**src/design/hdmi_tx_event_consts.vh**
```
// Register offsets, field positions, reset values and timing counts of the event block
`ifndef HDMI_TX_EVENT_CONSTS_VH
`define HDMI_TX_EVENT_CONSTS_VH

// Register byte offsets on the bus
`define REG_STATUS       8'h00
`define REG_MASK         8'h04
`define REG_LEVELS       8'h08
`define REG_CONTROL      8'h0C
`define REG_KEY_DATA     8'h10
`define REG_KEY_STATUS   8'h14
`define REG_CONFIG       8'h18

// Event bit positions in status and mask
`define EV_CONNECT       0
`define EV_DISCONNECT    1
`define EV_TOGGLE        2
`define EV_LINK_READY    3
`define EV_VSYNC         4
`define EV_BRIDGE_UNLOCK 5
`define EV_HDCP14        6
`define EV_HDCP14_TIMER  7
`define EV_HDCP22_TIMER  8
`define EV_COUNT         9

// Levels register bit positions
`define LV_HOTPLUG       0
`define LV_LINK_STATUS   1
`define LV_CONNECTED     2
`define LV_ENCRYPTED     3
`define LV_LINK_EDGE     4

// Control register bit positions
`define CT_ENCRYPT_EN    0
`define CT_KEYS_DONE     1

// Key status bit positions
`define KS_LOCKED        0
`define KS_BYTE_VALID    1

// Reset values
`define MASK_RESET       9'h000
`define CONTROL_RESET    2'h0

// Clock and hot-plug timing, times in microseconds
`define CLK_MHZ          125
`define T_CONNECT_US     10000
`define T_DISCONNECT_US  100000
`define T_TOGGLE_MIN_US  50000
`define T_TOGGLE_MAX_US  99000
`define N_CONNECT        (`T_CONNECT_US * `CLK_MHZ)
`define N_DISCONNECT     (`T_DISCONNECT_US * `CLK_MHZ)
`define N_TOGGLE_MIN     (`T_TOGGLE_MIN_US * `CLK_MHZ)
`define N_TOGGLE_MAX     (`T_TOGGLE_MAX_US * `CLK_MHZ)

`endif

```
**src/design/hdmi_tx_event_sources.v**
```verilog
// Event sources, sticky status and interrupt of the transmitter event block
//
// Summary of operation
// - Connect after disconnect plus 10 ms high
// - Disconnect after 100 ms low
// - Pulse 50 to 99 ms gives toggle
// - Link status bit tracks stable link clock
// - Link status edges raise link-ready event
// - Vsync rising edge raises event
// - Bridge lock loss raises unlocked event
// - HDCP 1.4 interrupts only when configured
// - Key readout locked after key init success
// - Encryption status shows cipher state
// - HDCP 2.2 timer only when configured
`timescale 1ns/1ps
`include "hdmi_tx_event_consts.vh"

module hdmi_tx_event_sources #(
    parameter HDCP14_EN  = 1,                      // HDCP 1.4 included in hardware
    parameter HDCP22_EN  = 1,                      // HDCP 2.2 included in hardware
    parameter N_CONNECT    = `N_CONNECT,           // Cycles of high before connect
    parameter N_DISCONNECT = `N_DISCONNECT,        // Cycles of low before disconnect
    parameter N_TOGGLE_MIN = `N_TOGGLE_MIN,        // Shortest toggle pulse, cycles
    parameter N_TOGGLE_MAX = `N_TOGGLE_MAX         // Longest toggle pulse, cycles
) (
    input  wire        core_clk,                   // Block clock, 125 MHz
    input  wire        rst,                        // Synchronous reset, active high
    // Wishbone classic slave
    input  wire        wb_cyc_i,
    input  wire        wb_stb_i,
    input  wire        wb_we_i,
    input  wire [7:0]  wb_adr_i,
    input  wire [3:0]  wb_sel_i,
    input  wire [31:0] wb_dat_i,
    output reg  [31:0] wb_dat_o,
    output reg         wb_ack_o,
    output reg         wb_err_o,
    // Event sources
    input  wire        hotplug,                    // Hot-plug level from the sink
    input  wire        link_clk_stable,            // PHY reports stable link clock
    input  wire        vsync,                      // Video interface vertical sync
    input  wire        bridge_locked,              // Stream-to-video bridge lock
    input  wire        hdcp14_irq,                 // HDCP 1.4 engine event pulse
    input  wire        hdcp14_timer_irq,           // HDCP 1.4 timer event pulse
    input  wire        hdcp22_timer_irq,           // HDCP 2.2 timer event pulse
    input  wire        cipher_active,              // Cipher currently encrypting
    input  wire        authenticated,              // Authentication has succeeded
    // Outputs
    output reg         irq,                        // Level interrupt
    output reg         encrypt_en,                 // Encryption request to cipher
    output reg         key_byte_valid,             // Key byte strobe to key store
    output reg  [7:0]  key_byte                    // Key byte, most significant first
);

    ////////////////////////////////////////////////////////////////////////////////////
    // Counters wide enough for the 100 ms window at 125 MHz
    localparam CW = 24;

    // Toggle window ends, cut to counter width on purpose
    localparam [31:0]   TLO_W  = N_TOGGLE_MIN - 1;
    localparam [31:0]   THI_W  = N_TOGGLE_MAX - 1;
    localparam [CW-1:0] TOG_LO = TLO_W[CW-1:0];
    localparam [CW-1:0] TOG_HI = THI_W[CW-1:0];

    // Hot-plug qualifier states
    // Levels only; events are strobes
    // decided in the same block below
    localparam [1:0] HP_WAIT_LOW  = 2'h0;          // Waiting for a disconnect
    localparam [1:0] HP_LOW       = 2'h1;          // Line low, counting
    localparam [1:0] HP_DISC_HIGH = 2'h2;          // Disconnected, line high, counting
    localparam [1:0] HP_CONN      = 2'h3;          // Connected, line high

    reg [1:0]         hp_state_ff;                 // Qualifier state
    reg [1:0]         nxt_hp_state;
    reg [CW-1:0]      hp_cnt_ff;                   // Cycles at current level
    reg [CW-1:0]      nxt_hp_cnt;
    reg               hp_prev_ff;                  // Previous hot-plug level
    reg               disc_seen_ff;                // Disconnect has happened
    reg               nxt_disc_seen;
    reg               connected_ff;                // Cable considered connected
    reg               nxt_connected;
    reg               ev_connect;                  // Connect event this cycle
    reg               ev_disconnect;               // Disconnect event this cycle
    reg               ev_toggle;                   // Toggle event this cycle

    reg               link_ff;                     // Link status bit
    reg               link_edge_ff;                // Last link edge: 1 up, 0 down
    reg               vsync_prev_ff;               // Previous vsync level
    reg               lock_prev_ff;                // Previous bridge lock level
    reg [`EV_COUNT-1:0] status_ff;                 // Sticky pending flags
    reg [`EV_COUNT-1:0] mask_ff;                   // Enable per flag
    reg               keys_done_ff;                // Key store initialised
    reg               key_lock_ff;                 // Key readout forbidden
    wire [`EV_COUNT-1:0] events;                   // One-cycle event vector
    wire [`EV_COUNT-1:0] cfg_mask;                 // Flags present in hardware

    // Saturating count step, used by the hot-plug counter
    // Saturating stops a parked line
    // from wrapping into a short pulse
    function [CW-1:0] inc_sat;
        input [CW-1:0] v;
        begin
            inc_sat = (&v) ? v : v + 1'b1;
        end
    endfunction

    ////////////////////////////////////////////////////////////////////////////////////
    // Hot-plug qualifier: counts cycles at each level, decides on level changes and on count limits
    // Count restarts at each change: a
    // level held N+1 cycles meets N here.
    // Disconnect fires once; connect
    // re-arms it through disc_seen_ff
    always @* begin
        nxt_hp_state  = hp_state_ff;
        nxt_hp_cnt    = (hotplug != hp_prev_ff) ? {CW{1'b0}} : inc_sat(hp_cnt_ff);
        nxt_disc_seen = disc_seen_ff;
        nxt_connected = connected_ff;
        ev_connect    = 1'b0;
        ev_disconnect = 1'b0;
        ev_toggle     = 1'b0;
        case (hp_state_ff)
            HP_WAIT_LOW, HP_CONN: begin
                // Line dropped: start timing the low phase
                if (!hotplug) begin
                    nxt_hp_state = HP_LOW;
                end
            end
            HP_LOW: begin
                if (hotplug) begin
                    // toggle window
                    // A pulse shorter than 100 ms never reaches disconnect
                    if (!disc_seen_ff && hp_cnt_ff >= TOG_LO &&
                        hp_cnt_ff <= TOG_HI) begin
                        ev_toggle = 1'b1;
                    end
                    nxt_hp_state = disc_seen_ff ? HP_DISC_HIGH :
                                   (connected_ff ? HP_CONN : HP_WAIT_LOW);
                end else if (!disc_seen_ff && hp_cnt_ff == N_DISCONNECT[CW-1:0]) begin
                    ev_disconnect = 1'b1;
                    nxt_disc_seen = 1'b1;
                    nxt_connected = 1'b0;
                end
            end
            HP_DISC_HIGH: begin
                // Dropped before connect: new low
                if (!hotplug) begin
                    nxt_hp_state = HP_LOW;
                end else if (hp_cnt_ff == N_CONNECT[CW-1:0]) begin
                    // high beyond 10 ms after a disconnect
                    ev_connect    = 1'b1;
                    nxt_disc_seen = 1'b0;
                    nxt_connected = 1'b1;
                    nxt_hp_state  = HP_CONN;
                end
            end
            // Unreachable; safe landing
            default: begin
                nxt_hp_state = HP_WAIT_LOW;
            end
        endcase
    end

    // Hot-plug qualifier registers; a cable present at reset is not yet connected
    // No disconnect at reset: a cable
    // needs an unplug before connect
    always @(posedge core_clk) begin
        if (rst) begin
            hp_state_ff  <= HP_WAIT_LOW;
            hp_cnt_ff    <= {CW{1'b0}};
            hp_prev_ff   <= 1'b0;
            disc_seen_ff <= 1'b0;
            connected_ff <= 1'b0;
        end else begin
            hp_state_ff  <= nxt_hp_state;
            hp_cnt_ff    <= nxt_hp_cnt;
            hp_prev_ff   <= hotplug;
            disc_seen_ff <= nxt_disc_seen;
            connected_ff <= nxt_connected;
        end
    end

    ////////////////////////////////////////////////////////////////////////////////////
    // Link status, vsync and bridge lock edge tracking
    // Levels are taken as synchronous;
    // the source registers them first.
    // Prev flops reset low, so an idle
    // pin gives no false edge
    always @(posedge core_clk) begin
        if (rst) begin
            link_ff       <= 1'b0;
            link_edge_ff  <= 1'b0;
            vsync_prev_ff <= 1'b0;
            lock_prev_ff  <= 1'b0;
        end else begin
            // status bit follows link clock stability
            link_ff       <= link_clk_stable;
            // Keep direction of last change
            if (link_ff != link_clk_stable) begin
                link_edge_ff <= link_clk_stable;
            end
            vsync_prev_ff <= vsync;
            lock_prev_ff  <= bridge_locked;
        end
    end

    // Absent flags forced to 0 here
    // HDCP 1.4 flags exist only when configured
    // HDCP 2.2 timer flag exists only when configured
    assign cfg_mask = {HDCP22_EN != 0, HDCP14_EN != 0, HDCP14_EN != 0, 6'h3F};

    // Event vector, one cycle per occurrence
    // HDCP strobes held high set the
    // flag again every cycle
    assign events[`EV_CONNECT]       = ev_connect;
    assign events[`EV_DISCONNECT]    = ev_disconnect;
    assign events[`EV_TOGGLE]        = ev_toggle;
    // any change of the link status bit
    assign events[`EV_LINK_READY]    = link_ff != link_clk_stable;
    assign events[`EV_VSYNC]         = vsync & ~vsync_prev_ff;
    assign events[`EV_BRIDGE_UNLOCK] = lock_prev_ff & ~bridge_locked;
    assign events[`EV_HDCP14]        = hdcp14_irq;
    assign events[`EV_HDCP14_TIMER]  = hdcp14_timer_irq;
    assign events[`EV_HDCP22_TIMER]  = hdcp22_timer_irq;

    ////////////////////////////////////////////////////////////////////////////////////
    // Bus access decode; single-cycle answer, ack never held two cycles
    // Lane 0 qualifies each write;
    // lane 1 adds bit 8 of flags/mask.
    // Ack term stops a double take
    wire        bus_req = wb_cyc_i & wb_stb_i & ~wb_ack_o & ~wb_err_o;
    wire        bus_wr  = bus_req & wb_we_i & wb_sel_i[0];
    wire        bus_hit = (wb_adr_i == `REG_STATUS)   || (wb_adr_i == `REG_MASK)   ||
                          (wb_adr_i == `REG_LEVELS)   || (wb_adr_i == `REG_CONTROL) ||
                          (wb_adr_i == `REG_KEY_DATA) || (wb_adr_i == `REG_KEY_STATUS) ||
                          (wb_adr_i == `REG_CONFIG);
    wire        wr_status = bus_wr & (wb_adr_i == `REG_STATUS);
    wire [`EV_COUNT-1:0] clr_bits = wr_status ? {wb_sel_i[1] & wb_dat_i[8], wb_dat_i[7:0]}
                                              : {`EV_COUNT{1'b0}};

    // Sticky flags and mask
    // Mask gates irq only; flags set
    always @(posedge core_clk) begin
        if (rst) begin
            status_ff <= {`EV_COUNT{1'b0}};
            mask_ff   <= `MASK_RESET;
        end else begin
            // write-one clear; a new event wins over the clear
            status_ff <= ((status_ff & ~clr_bits) | events) & cfg_mask;
            if (bus_wr && wb_adr_i == `REG_MASK) begin
                // Bit 8 needs lane 1 selected
                mask_ff <= {wb_sel_i[1] ? wb_dat_i[8] : mask_ff[8], wb_dat_i[7:0]} & cfg_mask;
            end
        end
    end

    // Interrupt level, registered
    // Uses next status: irq rises with
    // the flag, a mask change one later
    always @(posedge core_clk) begin
        if (rst) begin
            irq <= 1'b0;
        end else begin
            // high while an enabled flag is pending
            irq <= |(((status_ff & ~clr_bits) | events) & cfg_mask & mask_ff);
        end
    end

    ////////////////////////////////////////////////////////////////////////////////////
    // Control, key path and key lock
    // Encryption drops the edge after auth,
    // so it runs one cycle unauthenticated at most.
    // Keys done is sticky; the lock
    // follows one edge later
    always @(posedge core_clk) begin
        if (rst) begin
            encrypt_en     <= 1'b0;
            keys_done_ff   <= 1'b0;
            key_lock_ff    <= 1'b0;
            key_byte_valid <= 1'b0;
            key_byte       <= 8'h00;
        end else begin
            key_byte_valid <= 1'b0;
            if (bus_wr && wb_adr_i == `REG_CONTROL) begin
                encrypt_en   <= wb_dat_i[`CT_ENCRYPT_EN] & authenticated;
                keys_done_ff <= keys_done_ff | wb_dat_i[`CT_KEYS_DONE];
            end else if (!authenticated) begin
                // Losing authentication also drops encryption
                encrypt_en <= 1'b0;
            end
            // No byte count; order is the loader's
            // software feeds octets MSB first, passed in order
            if (bus_wr && wb_adr_i == `REG_KEY_DATA && !key_lock_ff) begin
                key_byte       <= wb_dat_i[7:0];
                key_byte_valid <= 1'b1;
            end
            // Reset stands in for reprogramming
            // lock set once key init succeeds; only reset clears it
            if (keys_done_ff) begin
                key_lock_ff <= 1'b1;
            end
        end
    end

    // Read data mux and answer; unmapped addresses answer with err
    // Read data stands in ack cycle.
    // Reads have no side effects.
    // Key data reads 0 once locked
    always @(posedge core_clk) begin
        if (rst) begin
            wb_ack_o <= 1'b0;
            wb_err_o <= 1'b0;
            wb_dat_o <= 32'h00000000;
        end else begin
            wb_ack_o <= bus_req & bus_hit;
            wb_err_o <= bus_req & ~bus_hit;
            wb_dat_o <= 32'h00000000;
            if (bus_req && !wb_we_i) begin
                case (wb_adr_i)
                    `REG_STATUS:     wb_dat_o <= {23'h000000, status_ff};
                    `REG_MASK:       wb_dat_o <= {23'h000000, mask_ff};
                    // live cipher state, may change per frame
                    `REG_LEVELS:     wb_dat_o <= {27'h0000000, link_edge_ff, cipher_active,
                                                  connected_ff, link_ff, hotplug};
                    `REG_CONTROL:    wb_dat_o <= {30'h00000000, keys_done_ff, encrypt_en};
                    `REG_KEY_DATA:   wb_dat_o <= key_lock_ff ? 32'h00000000
                                                             : {24'h000000, key_byte};
                    `REG_KEY_STATUS: wb_dat_o <= {30'h00000000, key_byte_valid, key_lock_ff};
                    `REG_CONFIG:     wb_dat_o <= {30'h00000000, HDCP22_EN != 0,
                                                  HDCP14_EN != 0};
                    default:         wb_dat_o <= 32'h00000000;
                endcase
            end
        end
    end

endmodule // hdmi_tx_event_sources

```
**config.mk**
```make
export PLATFORM = sky130hd
export DESIGN_NAME = hdmi_tx_event_sources
export DESIGN_NICKNAME = d
export VERILOG_FILES = /design/src/design/hdmi_tx_event_sources.v
export VERILOG_INCLUDE_DIRS = /design/src /design/src/design
export SDC_FILE = /design/constraint.sdc
export NUM_CORES = 1
export LEC_CHECK = 0
export BUFFER_PORTS_ARGS = -buffer_cell sky130_fd_sc_hd__buf_4
export CORE_ASPECT_RATIO = 0.75
export CORE_MARGIN = 5
export CORE_UTILIZATION = 51
export DETAILED_ROUTE_END_ITERATION = 8
export PLACE_DENSITY = 0.79
export RECOVER_POWER = 100
export SYNTH_ARGS = -nofsm -noshare
export SYNTH_HDL_FRONTEND = slang
export SYNTH_SLANG_ARGS = --single-unit
```
**constraint.sdc**
```tcl
create_clock -name core_clk -period 5.43 [get_ports core_clk]
set_clock_uncertainty 0.1 [all_clocks]
set_input_delay 1.086 -clock core_clk [delete_from_list [all_inputs] [get_ports core_clk]]
set_output_delay 1.086 -clock core_clk [all_outputs]
set_load 0.01 [all_outputs]
```
==> results.json <==
{
  "clockRootBuffer": "clkbuf_8",
  "synth_ff_type": "dfxtp_1",
  "first_global_vias": 3093,
  "die_w_um": 109.9,
  "worst_setup_path_end_kind": "flop",
  "gp_congestion": 0.9396,
  "grt-ovfl-total": 0,
  "clock_sinks": 75,
  "seq_area_frac_synth": 0.3933,
  "cp_top_family": "simple AND/OR/NAND/NOR gates",
  "synth-xor-area-share": 0.05277,
  "slew_viol_final": 39,
  "synth_warnings": 0,
  "maxCapViolations": 1,
  "routed_wl_mm": 9.387,
  "track_usage": 0.2032,
  "setup_ws_ns": 1.465,
  "n_antenna_cell": 0,
  "drcViolationCount": 0,
  "cts-hold-fix-buffers": 0,
  "critPathKind": "in -> reg",
  "period_needed_ns": 3.965,
  "cts_resized": 0,
  "dieArea_um2": 9333,
  "cts_htree_levels": 3,
  "synth_edf_count": 0,
  "synthMuxAreaShare": 0.02098,
  "synth_top_family_by_area": "simple AND/OR/NAND/NOR gates",
  "power.leakage_nw": 1.532,
  "dpl_cell_area_um2": 4210,
  "cts_buffer_depth": 2,
  "worst_slew_pin_slew_ns": 1.721,
  "synthCells": 468,
  "antenna_found_initial": 0,
  "cts_setup_buffers": 0,
  "grt_max_degree": 39,
  "viasPerCell": 5.611,
  "ys_ff_latch": 75,
  "worstSetupStartpoint": "wb_adr_i[3]",
  "violations": "max-capacitance violations, max-slew violations",
  "syn_area_um2": 3817,
  "synth-async-reset-ratio": 0,
  "synthAdderAreaFrac": 0.01639,
  "fin_area_um2": 4305,
  "syn-mean-instance-area_um2": 8.157,
  "period_share": 0.7303,
  "postLayoutCoreUtil": 0.5873,
  "grt_first_pass_wirelength_mm": 15.16,
  "firstDrtPassIters": 7,
  "detail-route-antenna-nets": 0,
  "tns_ns": 0,
  "cts_buffers": 9,
  "r2r_cells": 6,
  "clock.fmax_mhz": 252.2,
  "drt-initial-drc-count": 315,
  "worstSetupEndpoint": "irq$_SDFF_PP0_",
  "cpMaxStageDelayCell": "nor4_4",
  "post-place-ws_ns": 1.575,
  "drt-wirelength-per-cell_um": 15.09,
  "syn_to_final_growth_pct": 12.78,
  "critPathBufInv": 1,
  "final_common_cell": "dfxtp_1",
  "max_slew_margin": -0.1475,
  "timing.rr.start": "wb_ack_o$_SDFF_PP0_",
  "max_stage_delay_ns": 0.79,
  "final_nets": 579,
  "num_io_pins": 103,
  "coreArea_um2": 7331,
  "synth_compound_area_frac": 0.1485,
  "vias": 3490,
  "crit_path_start_kind": "input pin",
  "cp.depth": 7,
  "crit_fanout": 14,
  "synth-simple-area-share": 0.2796,
  "critPathArrivalTime_ns": 4.11,
  "clk_pin_slew_worst_paths_ns": 0.08,
  "hold_class": "reg -> reg",
  "io_buffers": 54,
  "crit_required_ns": 5.57,
  "final-setup-viol-count": 0,
  "num-fill-cells": 702,
  "die_h_um": 84.93,
  "hold_viol": 0,
  "cts_tree": "built",
  "insertion_delay_ns": 0.35,
  "status": "complete, but fails checks",
  "p_per_area_nw_per_um2": 252.9,
  "most-common-layout-cells": "dfxtp_1, nor2_1, nand2_1",
  "irDropWorstVdd_mv": 0.1152,
  "reg2reg_to": "irq$_SDFF_PP0_",
  "rsz0062_at_grt": "no",
  "whs_ns": 0.3772,
  "crit_path_cell_trace": "clkbuf_1 -> or4_1 -> nor4_4 -> a311oi_1 -> a2111oi_0 -> nand4_1 -> a22o_1",
  "synth_cell_types": 61,
  "initial_core_util": 0.5207,
  "drive_gt1_frac": 0.1075,
  "dp_hpwl_mm": 6.594,
  "rows": 27,
  "r2r_slack_ns": 2.25
}
## state kept, by name, indices dropped and copies added (netlist names)
name            flops
key_lock_ff         1
encrypt_en          1
vsync_prev_ff       1
status_ff           9
connected_ff        1
wb_ack_o            1
key_byte_valid      1
wb_err_o            1
irq                 1
lock_prev_ff        1
hp_state_ff         2
link_edge_ff        1
wb_dat_o            9
mask_ff             9
hp_prev_ff          1
link_ff             1
keys_done_ff        1
hp_cnt_ff          24
key_byte            8
disc_seen_ff        1
## final cells by class
| type | instances | area, um2 | share of cell area |
|---|---|---|---|
| inverters | 21 | 78.83 | 0.01831 |
| flip-flops and latches | 75 | 1501 | 0.3487 |
| clock buffers | 13 | 158.9 | 0.03691 |
| clock inverters | 3 | 46.29 | 0.01075 |
| well taps | 101 | 126.4 | 0.02935 |
| repair buffers | 57 | 337.8 | 0.07847 |
| multi-input cells | 352 | 2056 | 0.4775 |
## synth_stat cells, types with 3 or more instances
cell type  instances  share of area
nand2_1           42          0.041
xor2_1            13          0.030
nor3_1            15          0.020
a21oi_1           31          0.041
nand3_1           32          0.042
and2_1             7          0.011
nand4_1            8          0.013
and4_1             4         0.0092
inv_1             21          0.021
o21ai_0           13          0.017
xnor2_1           10          0.023
a2bb2oi_1          3         0.0069
a222oi_1           3         0.0079
a221oi_1           5          0.011
a21o_1             3         0.0059
o22ai_1            3         0.0049
nand2b_1           7          0.011
nor2b_1            6         0.0098
clkbuf_1          13          0.013
nor3b_1            3         0.0059
ha_1               5          0.016
buf_4             24          0.047
buf_1              4         0.0039
nor2_1            58          0.057
nor4_1             8          0.013
dfxtp_1           75           0.39
mux2i_1            8          0.021
a31oi_1            3         0.0049
## worst min-delay path by stage
stage / from / to / slack [ns] / depth (start not counted)
floorplan: mask_ff[6]$_SDFFE_PP0P_ / mask_ff[6]$_SDFFE_PP0P_ / 0.35 / 2
global placement: mask_ff[6]$_SDFFE_PP0P_ / mask_ff[6]$_SDFFE_PP0P_ / 0.36 / 2
detailed placement: key_byte[0]$_SDFFE_PP0P_ / key_byte[0]$_SDFFE_PP0P_ / 0.37 / 2
CTS: key_byte[0]$_SDFFE_PP0P_ / key_byte[0]$_SDFFE_PP0P_ / 0.38 / 2
global route: mask_ff[7]$_SDFFE_PP0P_ / mask_ff[7]$_SDFFE_PP0P_ / 0.41 / 2
finish: key_byte[1]$_SDFFE_PP0P_ / key_byte[1]$_SDFFE_PP0P_ / 0.38 / 2
## layer usage
metal / GRT usage / vias up / wire, um
met1: 0.2959 / 1617 / 4280
met5: 0 / - / 0
li1: - / 1697 / -
met3: 0.04791 / 17 / 887
met4: 0.04757 / 0 / 116
met2: 0.3023 / 159 / 4102
## report_power, final
group	switching, mW	internal [mW]	leakage (nW)
logic	0.0507	0.0321	0.825
registers	0.00516	0.558	0.608
clock network	0.204	0.239	0.0998
## cell families after synthesis
family,after synthesis
compound gates,85
xor+xnor,23
fa+ha+maj,5
buf+inv,63
flops,75
mux,8
other cells,1
simple gates,208
## worst register-to-register path, stage by stage (launching register included)
cell and delay [ns]:
dfxtp_1 0.31, or4bb_1 0.60, nor4_4 0.74, a311oi_1 0.27
a2111oi_0 0.65, nand4_1 0.16, a22o_1 0.24
## per-stage QoR
step,power [mW],cells
2_1_floorplan,0.6373,490
3_3_place_gp,0.6560,606
3_5_place_dp,0.6587,606
4_1_cts,1.096,622
5_1_grt,1.130,622
6_report,1.089,622
Note: power is estimated with default switching activity, not from simulation.
